<file path="src/include/mode_ctl_consts.svh">
// Purpose: constants of the wake-flag mode control block
// Assumes: 125 MHz clock, word-aligned register map
// Notes: times are held in ns, cycle counts derived from them
`ifndef MODE_CTL_CONSTS_SVH
`define MODE_CTL_CONSTS_SVH

// ==========================================================
// clock and timing
`define CLK_PERIOD_NS 8
`define UV_DET_TIME_NS 100000
`define UV_DET_CYCLES (`UV_DET_TIME_NS / `CLK_PERIOD_NS)
`define GTS_TIME_NS 20000
`define GTS_CYCLES ((`GTS_TIME_NS + `CLK_PERIOD_NS - 1) / `CLK_PERIOD_NS)

// ==========================================================
// register byte offsets
`define REG_SIW_OFS 8'h00
`define REG_IRQ_STAT_OFS 8'h04
`define REG_IRQ_MASK_OFS 8'h08
`define REG_STATE_OFS 8'h0C

// ==========================================================
// status information word bit positions
`define SIW_WAKE_BIT 0
`define SIW_UV_BAT_BIT 8
`define SIW_UV_CC_BIT 9
`define SIW_UV_IO_BIT 10
`define SIW_ERR_BIT 11
`define SIW_MODE_EN_BIT 13
`define SIW_MODE_STANDBY_SELECT_PIN_N_BIT 14
`define SIW_PARITY_BIT 15

// ==========================================================
// interrupt bits and reset values
`define IRQ_WAKE_BIT 0
`define IRQ_UV_BIT 1
`define IRQ_STATE_BIT 2
`define IRQ_MASK_RST 3'h0

`endif

</file>
<file path="src/include/mode_ctl_pkg.sv">
// Purpose: types of the wake-flag mode control block
// Assumes: classic wishbone with 32-bit data
// Notes: state codes are gray along receive-only-standby-go-to-sleep-sleep path
package mode_ctl_pkg;

  typedef struct packed {
    logic cyc;
    logic stb;
    logic we;
    logic [7:0] adr;
    logic [3:0] sel;
    logic [31:0] dat;
  } wb_req_t;

  typedef struct packed {
    logic ack;
    logic [31:0] dat;
  } wb_rsp_t;

  typedef enum logic [2:0] {
    full_operation_state = 3'h0,
    receive_only_state = 3'h1,
    standby_state = 3'h3,
    go_to_sleep_transition = 3'h2,
    sleep_state = 3'h6
  } op_state_t;

  // index order of the undervoltage channels
  typedef enum logic [1:0] {
    uv_bat = 2'h0,
    uv_cc = 2'h1,
    uv_io = 2'h2
  } uv_chan_t;

endpackage

</file>
<file path="src/uv_timer.sv">
// Purpose: undervoltage detection timer with active-low flag
// Assumes: cond_i already synchronised
// Notes: restart_i drops the flag and reloads the timer
`timescale 1ns/1ns
`default_nettype none
module uv_timer
#(
  parameter int CYCLES = 12500,
  parameter int CW = 14
)
(
  input wire logic clk_i,
  input wire logic rst_i,
  input wire logic cond_i,
  input wire logic restart_i,
  output logic flag_n_o
);

  logic [CW-1:0] cnt_ff;
  logic [CW-1:0] nxt_cnt;
  logic flag_n_ff;
  logic nxt_flag_n;

  always_comb
  begin
    nxt_cnt = cnt_ff;
    nxt_flag_n = flag_n_ff;
    if (!cond_i || restart_i)
    begin
      // timer starts over while the condition is absent or restart_i is high
      nxt_cnt = '0;
      nxt_flag_n = 1'b1;
    end
    else if (flag_n_ff)
    begin
      if (cnt_ff == CW'(CYCLES - 1))
        nxt_flag_n = 1'b0;
      else
        nxt_cnt = cnt_ff + CW'(1);
    end
  end

  always_ff @(posedge clk_i)
  begin
    if (rst_i)
    begin
      cnt_ff <= '0;
      flag_n_ff <= 1'b1;
    end
    else
    begin
      cnt_ff <= nxt_cnt;
      flag_n_ff <= nxt_flag_n;
    end
  end

  assign flag_n_o = flag_n_ff;

endmodule // uv_timer
`default_nettype wire

</file>
<file path="src/wake_flag_mode_control.sv">
// Purpose: operating mode control driven by the latched wake-up flag
// Assumes: mode pins, wake and undervoltage inputs are asynchronous
// Notes: status information word is read over classic wishbone
//
// Decided for this implementation: the register addresses and the Wishbone slave port.
`timescale 1ns/1ns
`default_nettype none
`include "mode_ctl_consts.svh"
module wake_flag_mode_control
#(
  parameter int UV_CYCLES = `UV_DET_CYCLES,
  parameter int GTS_CYCLES = `GTS_CYCLES
)
(
  input wire logic clk_i,
  input wire logic rst_i,
  input wire mode_ctl_pkg::wb_req_t wb_req_i,
  output var mode_ctl_pkg::wb_rsp_t wb_rsp_o,
  input wire logic standby_select_pin_n_i,
  input wire logic enable_pin_i,
  input wire logic wake_event_i,
  input wire logic [2:0] uv_cond_i,
  input wire logic rx_bus_i,
  output logic fault_indicator_out_n_o,
  output logic receive_data_o,
  output logic receive_enable_out_o,
  output logic external_supply_inhibit_out_o,
  output logic irq_o
);
  import mode_ctl_pkg::*;

  // ==========================================================
  // input synchronisers
  localparam int NSYNC = 7;
  logic [NSYNC-1:0] sync1_ff;
  logic [NSYNC-1:0] sync2_ff;
  logic wake_prev_ff;

  always_ff @(posedge clk_i)
  begin
    if (rst_i)
    begin
      // standby command and idle bus, so reset causes no mode change
      sync1_ff <= 7'h08;
      sync2_ff <= 7'h08;
      wake_prev_ff <= 1'b0;
    end
    else
    begin
      sync1_ff <= {uv_cond_i, rx_bus_i, wake_event_i, enable_pin_i,
                   standby_select_pin_n_i};
      sync2_ff <= sync1_ff;
      wake_prev_ff <= sync2_ff[2];
    end
  end

  logic cmd_standby_select_pin_n;
  logic cmd_en;
  logic rx_bus;
  logic [2:0] uv_cond;
  logic wake_evt;
  assign cmd_standby_select_pin_n = sync2_ff[0];
  assign cmd_en = sync2_ff[1];
  assign rx_bus = sync2_ff[3];
  assign uv_cond = sync2_ff[6:4];
  assign wake_evt = sync2_ff[2] && !wake_prev_ff;

  // ==========================================================
  // undervoltage timers
  op_state_t state_ff;
  logic wake_flag_n_ff;
  logic wake_set;
  logic [2:0] uv_flag_n;

  assign wake_set = wake_evt && (state_ff == sleep_state ||
    state_ff == standby_state ||
    state_ff == go_to_sleep_transition);

  genvar g;
  generate
    for (g = 0; g < 3; g = g + 1)
    begin : g_uv
      uv_timer
      #(
        .CYCLES(UV_CYCLES),
        .CW($clog2(UV_CYCLES + 1))
      )
      u_timer
      (
        .clk_i(clk_i),
        .rst_i(rst_i),
        .cond_i(uv_cond[g]),
        .restart_i(wake_set),
        .flag_n_o(uv_flag_n[g])
      );
    end
  endgenerate

  // ==========================================================
  // operating state machine
  localparam int GW = $clog2(GTS_CYCLES + 1);
  op_state_t nxt_state;
  logic [GW-1:0] gts_cnt_ff;
  logic [GW-1:0] nxt_gts_cnt;
  logic sleep_req;
  logic sleep_ok;

  // battery or io undervoltage flag forces sleep while the wake flag is clear
  assign sleep_req = !uv_flag_n[uv_bat] || !uv_flag_n[uv_io];
  assign sleep_ok = wake_flag_n_ff && !wake_set;

  always_comb
  begin
    nxt_state = state_ff;
    nxt_gts_cnt = '0;
    case (state_ff)
      full_operation_state, receive_only_state, standby_state:
      begin
        if (sleep_req && sleep_ok)
          nxt_state = sleep_state;
        else if (cmd_standby_select_pin_n)
          nxt_state = cmd_en ? full_operation_state : receive_only_state;
        else if (cmd_en && sleep_ok)
          nxt_state = go_to_sleep_transition;
        else
          nxt_state = standby_state;
      end
      go_to_sleep_transition:
      begin
        nxt_gts_cnt = gts_cnt_ff + GW'(1);
        if (wake_set)
          nxt_state = standby_state;
        else if (cmd_standby_select_pin_n)
          nxt_state = cmd_en ? full_operation_state : receive_only_state;
        else if (!cmd_en)
          nxt_state = standby_state;
        else if (gts_cnt_ff == GW'(GTS_CYCLES - 1) && sleep_ok)
          nxt_state = sleep_state;
      end
      sleep_state:
      begin
        // only a wake-up leaves sleep
        if (wake_set)
          nxt_state = standby_state;
      end
      default:
        nxt_state = standby_state;
    endcase
  end

  always_ff @(posedge clk_i)
  begin
    if (rst_i)
    begin
      state_ff <= standby_state;
      gts_cnt_ff <= '0;
    end
    else
    begin
      state_ff <= nxt_state;
      gts_cnt_ff <= nxt_gts_cnt;
    end
  end

  // ==========================================================
  // wake flag and status information word
  logic wake_bit_ff;
  logic [2:0] uv_bit_ff;
  logic nxt_wake_flag_n;
  logic nxt_wake_bit;
  logic [2:0] nxt_uv_bit;
  logic enter_full;
  logic siw_read;
  logic [15:0] siw;
  logic ack_ff;

  assign enter_full = nxt_state == full_operation_state &&
    state_ff != full_operation_state;
  assign siw_read = wb_req_i.cyc && wb_req_i.stb && !wb_req_i.we &&
    !ack_ff && wb_req_i.adr == `REG_SIW_OFS;

  always_comb
  begin
    nxt_wake_flag_n = wake_flag_n_ff;
    nxt_wake_bit = wake_bit_ff;
    nxt_uv_bit = uv_bit_ff;
    if (enter_full || siw_read)
    begin
      nxt_wake_flag_n = 1'b1;
      nxt_wake_bit = 1'b0;
      nxt_uv_bit = 3'h0;
    end
    // set wins over a clear in the same cycle
    if (wake_set)
    begin
      nxt_wake_flag_n = 1'b0;
      nxt_wake_bit = 1'b1;
    end
    nxt_uv_bit = nxt_uv_bit | ~uv_flag_n;
  end

  always_ff @(posedge clk_i)
  begin
    if (rst_i)
    begin
      wake_flag_n_ff <= 1'b1;
      wake_bit_ff <= 1'b0;
      uv_bit_ff <= 3'h0;
    end
    else
    begin
      wake_flag_n_ff <= nxt_wake_flag_n;
      wake_bit_ff <= nxt_wake_bit;
      uv_bit_ff <= nxt_uv_bit;
    end
  end

  always_comb
  begin
    siw = 16'h0000;
    siw[`SIW_WAKE_BIT] = wake_bit_ff;
    siw[`SIW_UV_BAT_BIT] = uv_bit_ff[uv_bat];
    siw[`SIW_UV_CC_BIT] = uv_bit_ff[uv_cc];
    siw[`SIW_UV_IO_BIT] = uv_bit_ff[uv_io];
    siw[`SIW_ERR_BIT] = |uv_bit_ff;
    siw[`SIW_MODE_EN_BIT] = state_ff == full_operation_state;
    siw[`SIW_MODE_STANDBY_SELECT_PIN_N_BIT] = state_ff == full_operation_state ||
      state_ff == receive_only_state;
    siw[`SIW_PARITY_BIT] = ^siw[14:0];
  end

  // ==========================================================
  // pin outputs
  logic fault_n_ff;
  logic rxd_ff;
  logic receive_enable_out_ff;
  logic inh_ff;
  logic nxt_fault_n;
  logic nxt_rxd;
  logic nxt_receive_enable_out;
  logic nxt_inh;

  always_comb
  begin
    // fault pin reads the command, not the state
    if (cmd_standby_select_pin_n && cmd_en)
      nxt_fault_n = !(|nxt_uv_bit);
    else if (cmd_standby_select_pin_n)
      nxt_fault_n = !nxt_wake_bit;
    else
      nxt_fault_n = nxt_wake_flag_n;
    if (nxt_state == full_operation_state ||
        nxt_state == receive_only_state)
    begin
      nxt_rxd = rx_bus;
      nxt_receive_enable_out = rx_bus;
    end
    else
    begin
      nxt_rxd = nxt_wake_flag_n;
      nxt_receive_enable_out = nxt_wake_flag_n;
    end
    nxt_inh = nxt_state != sleep_state;
  end

  always_ff @(posedge clk_i)
  begin
    if (rst_i)
    begin
      fault_n_ff <= 1'b1;
      rxd_ff <= 1'b1;
      receive_enable_out_ff <= 1'b1;
      inh_ff <= 1'b1;
    end
    else
    begin
      fault_n_ff <= nxt_fault_n;
      rxd_ff <= nxt_rxd;
      receive_enable_out_ff <= nxt_receive_enable_out;
      inh_ff <= nxt_inh;
    end
  end

  assign fault_indicator_out_n_o = fault_n_ff;
  assign receive_data_o = rxd_ff;
  assign receive_enable_out_o = receive_enable_out_ff;
  assign external_supply_inhibit_out_o = inh_ff;

  // ==========================================================
  // wishbone slave and interrupts
  logic nxt_ack;
  logic [31:0] dat_ff;
  logic [31:0] nxt_dat;
  logic [2:0] irq_stat_ff;
  logic [2:0] irq_mask_ff;
  logic irq_ff;
  logic [2:0] nxt_irq_stat;
  logic [2:0] nxt_irq_mask;
  logic [2:0] irq_evt;
  logic acc;
  logic wr;

  assign acc = wb_req_i.cyc && wb_req_i.stb && !ack_ff;
  assign wr = acc && wb_req_i.we && wb_req_i.sel[0];
  assign irq_evt = {nxt_state != state_ff, (uv_flag_n == 3'h7) ? 1'b0 :
    1'b1, wake_set};

  always_comb
  begin
    nxt_ack = acc;
    nxt_dat = 32'h00000000;
    nxt_irq_stat = irq_stat_ff;
    nxt_irq_mask = irq_mask_ff;
    if (acc && !wb_req_i.we)
    begin
      case (wb_req_i.adr)
        `REG_SIW_OFS: nxt_dat = {16'h0000, siw};
        `REG_IRQ_STAT_OFS: nxt_dat = {29'h00000000, irq_stat_ff};
        `REG_IRQ_MASK_OFS: nxt_dat = {29'h00000000, irq_mask_ff};
        `REG_STATE_OFS: nxt_dat = {29'h00000000, state_ff};
        default: nxt_dat = 32'h00000000;
      endcase
    end
    if (wr && wb_req_i.adr == `REG_IRQ_STAT_OFS)
      nxt_irq_stat = irq_stat_ff & ~wb_req_i.dat[2:0];
    if (wr && wb_req_i.adr == `REG_IRQ_MASK_OFS)
      nxt_irq_mask = wb_req_i.dat[2:0];
    nxt_irq_stat = nxt_irq_stat | irq_evt;
  end

  always_ff @(posedge clk_i)
  begin
    if (rst_i)
    begin
      ack_ff <= 1'b0;
      dat_ff <= 32'h00000000;
      irq_stat_ff <= 3'h0;
      irq_mask_ff <= `IRQ_MASK_RST;
      irq_ff <= 1'b0;
    end
    else
    begin
      ack_ff <= nxt_ack;
      dat_ff <= nxt_dat;
      irq_stat_ff <= nxt_irq_stat;
      irq_mask_ff <= nxt_irq_mask;
      irq_ff <= |(nxt_irq_stat & nxt_irq_mask);
    end
  end

  assign wb_rsp_o = '{ack: ack_ff, dat: dat_ff};
  assign irq_o = irq_ff;

endmodule // wake_flag_mode_control
`default_nettype wire

</file>
<file path="config.mk">
export PLATFORM = sky130hd
export DESIGN_NAME = wake_flag_mode_control
export DESIGN_NICKNAME = d
export VERILOG_FILES = /design/src/include/mode_ctl_pkg.sv /design/src/uv_timer.sv /design/src/wake_flag_mode_control.sv
export VERILOG_INCLUDE_DIRS = /design/src /design/src/include
export SDC_FILE = /design/constraint.sdc
export NUM_CORES = 1
export LEC_CHECK = 0
export BUFFER_PORTS_ARGS = -buffer_cell sky130_fd_sc_hd__buf_2
export CORE_UTILIZATION = 54
export CTS_CLUSTER_DIAMETER = 150
export DETAILED_ROUTE_END_ITERATION = 10
export HOLD_SLACK_MARGIN = 0.03
export PLACE_DENSITY = 0.79
export SLEW_MARGIN = 20
export SYNTH_ARGS = -nofsm -noshare
export SYNTH_HDL_FRONTEND = slang
export SYNTH_SLANG_ARGS = --single-unit
</file>
<file path="constraint.sdc">
create_clock -name clk_i -period 2.6 [get_ports clk_i]
set_input_delay 0.26 -clock clk_i [delete_from_list [all_inputs] [get_ports clk_i]]
set_output_delay 0.26 -clock clk_i [all_outputs]
set_load 0.05 [all_outputs]
</file>
==> out/qor.yml <==
hold_viol: 0
portBuffers: 39
min_period_ps: 2250
netlist.area_leader.share_pct: 45.7
cts_sinks: 101
dieHeight_um: 92.5
pin_count: 94
grt.busiest_layer: "met2"
max_cap_violations: 0
synth_edf_count: 0
peakVddDrop_v: 0.000266
setup_viol: 0
grt_use_total_pct: 19.4
synth.distinct_cells: 59
async_reset_ff_share_pct: 0
p_leak_nw: 1.76
hold_path.class: "primary input to flip-flop"
globalRoute.totalOverflow: 0
hold_path_depth: 2
drt-vias-per-instance: 5.25
final_max_slew_viol_count: 0
cts_made_buffers: 9
dr_total_vias: 3352
synth-seq-cells: 101
critical_path_peak_fanout: 11
grt_pass1_wl_um: 13300
firstDrtPassIters: 4
end_kind: "flip-flop"
grt_use_met1_pct: 23.0
syn_area_per_cell_um2: 8.92
grt_use_met2_pct: 33.5
r2r_cells: 6
cp_cell_sequence: "nand2b_1, nor2b_1, o211a_1, o211ai_1, o311ai_0, a211o_1"
fin_skew_ps: 8.61
grt_max_degree: 41
cts_tree: "yes"
start_kind: "flip-flop"
ant_nets: 0
fmax_mhz: 444
instances_no_fill: 638
grt_setup_unrepaired: "no"
worst_path_max_delay_cell: "dfxtp_1"
dieArea_um2: 8560
synth_cells: 496
drt_iter0_drc: 132
yosys-top-cells-area: "dfxtp_1 46%, nor2_1 7.0%, xor2_1 5.1%"
synth-main-ff-cell: "dfxtp_1"
die_w_um: 92.5
areaGrowthSynthToFinish_pct: 8.94
power_density_nw_per_um2: 578
initial_utilization_pct: 56.7
root_buffer: "clkbuf_8"
yosysTopAreaCell: "dfxtp_1"
place_congestion: 0.864
path_clk_slew_ps: 90
relSlewSlack_pct: 57.7
antenna_found_initial: 0
hpwl_um: 5690
cp_slowest_stage_delay_ps: 590
clkLatencyLatePin_ps: 360
synth-seq-area-share_pct: 45.7
postCtsResizedCells: 0
rows: 32
status: "complete, no violations"
cts_max_level: 3
clockBufferDepth: 2
layout-drive-gt1-share_pct: 14.2
synth_warnings: 0
cts_setup_buffers: 0
cts_hold_buf: 0
antenna_cells: 0
fin_util_pct: 61.7
period_share_pct: 86.6
wirelength_um: 7830
placed_cells: 622
nNetsFinal: 592
first_global_vias: 3120
wl_per_cell_um: 12.3
use_met3_pct: 5.01
synth.cell_area_um2: 4420
worst_pin_slew_ps: 634
coreArea_um2: 7810
drc: 0
path_class: "flip-flop to flip-flop"
fin_setup_tns_ps: 0
worstPathArrival_ps: 2510
fillers: 686
crit_required_ps: 2850
-- worst paths after layout --
path	from	endpoint	slack (ps)
max	state_ff[1]	fault_indicator_out_n_o	350
min	rx_bus_i	sync1_ff[3]	80
max reg2reg	state_ff[1]	fault_indicator_out_n_o	350
min reg2reg	sync2_ff[5]	g_uv[1].u_timer.flag_n_o	400
-- placed cells by master, fill, tap and decap left out, drive strengths merged, types with 3 or more instances in the layout --
master / count
dfxtp: 101
nor2: 82
buf: 43
nand2: 27
xor2: 26
nand3: 23
conb: 22
xnor2: 20
nor2b: 20
a21oi: 16
nand4: 14
nor3: 14
inv: 14
or3: 12
clkbuf: 11
o21ai: 10
or2: 7
nand2b: 7
mux2i: 6
ha: 5
o41ai: 3
and4: 3
a21o: 3
and3: 3
o22ai: 3
or4: 3
-- cells in the mapped netlist, types with 2 or more instances --
library cell,count
nand2b_1,7
or3_1,10
buf_4,24
buf_2,2
or2_2,7
nand4_1,14
or4_4,2
nor4b_1,2
o21ai_0,10
nor3_1,13
a22oi_1,2
mux2_2,2
o41ai_1,3
nand3b_1,2
and3_1,3
nand4b_1,2
nor2b_1,20
ha_1,5
clkbuf_1,12
nor2_1,82
nand3_1,23
a211oi_1,2
mux2i_1,6
xor2_1,26
a21oi_1,16
xnor2_1,20
a211o_1,2
and3b_1,2
a21o_1,3
o22ai_1,3
a31oi_1,2
dfxtp_1,101
inv_1,11
and4_1,3
nand2_1,27
o211a_1,2
-- sequential cells by signal (all words and copies together) (netlist names) --
signal                         cells
ack_ff                             1
dat_ff                            10
external_supply_inhibit_out_o      1
fault_indicator_out_n_o            1
g_uv.u_timer.cnt_ff               42
g_uv.u_timer.flag_n_o              3
gts_cnt_ff                        12
irq_mask_ff                        3
irq_o                              1
irq_stat_ff                        3
receive_enable_out_o               1
state_ff                           3
sync1_ff                           7
sync2_ff                           7
uv_bit_ff                          3
wake_bit_ff                        1
wake_flag_n_ff                     1
wake_prev_ff                       1
-- final cells by class --
class                   count  area [um^2]  area share [%]
clock buffers              11          141            2.93
clock inverters             5         66.3            1.38
inverters                  11         41.3           0.857
multi-input cells         365         2190            45.5
flip-flops and latches    101         2020            42.0
well taps                 102          128            2.65
repair buffers             43          225            4.67
-- stage by stage --
step | hold WS, ps | cell area, um^2 | setup WS (ps) | power (W)
detailed placement | 378 | 4610 | 364 | 0.00180
global placement | 371 | 4610 | 425 | 0.00180
finish | 75.1 | 4820 | 347 | 0.00279
floorplan | 364 | 4500 | 617 | 0.00179
global route | 60.2 | 4820 | 227 | 0.00290
CTS | 59.5 | 4820 | 390 | 0.00282
-- metal layers --
layer  vias up  routed length, um
met5         -                  0
met4         0                 74
met1      1556               3570
met2        76               3800
li1       1713                  -
met3         7                389
-- where the power goes --
part	total [W]	leakage (nW)	internal (W)	switching (W)
Combinational	0.000186	0.838	0.0000508	0.000135
Sequential	0.00158	0.818	0.00157	0.0000146
Clock	0.00102	0.102	0.000485	0.000534
-- critical path: cells and delay by family (launching register included) --
kind	cells	cell delay [ps]
AOI/OAI and AO/OA	4	1090
DFF	1	590
and+or+nand+nor	2	460
-- cells by family (layout without fill, tap and decap cells) --
group / after synthesis / after routing / synth area share, %
AND/OR/NAND/NOR: 228 / 228 / 26.6
flip-flops: 101 / 101 / 45.7
AO/OA/AOI/OAI: 55 / 55 / 8.20
buffers and inverters: 51 / 70 / 6.45
XOR/XNOR: 46 / 46 / 9.11
multiplexers: 9 / 9 / 2.38
adder cells (fa/ha/maj): 5 / 5 / 1.41
other: 1 / 22 / 0.0848
Note: power is estimated with default switching activity, not from simulation.
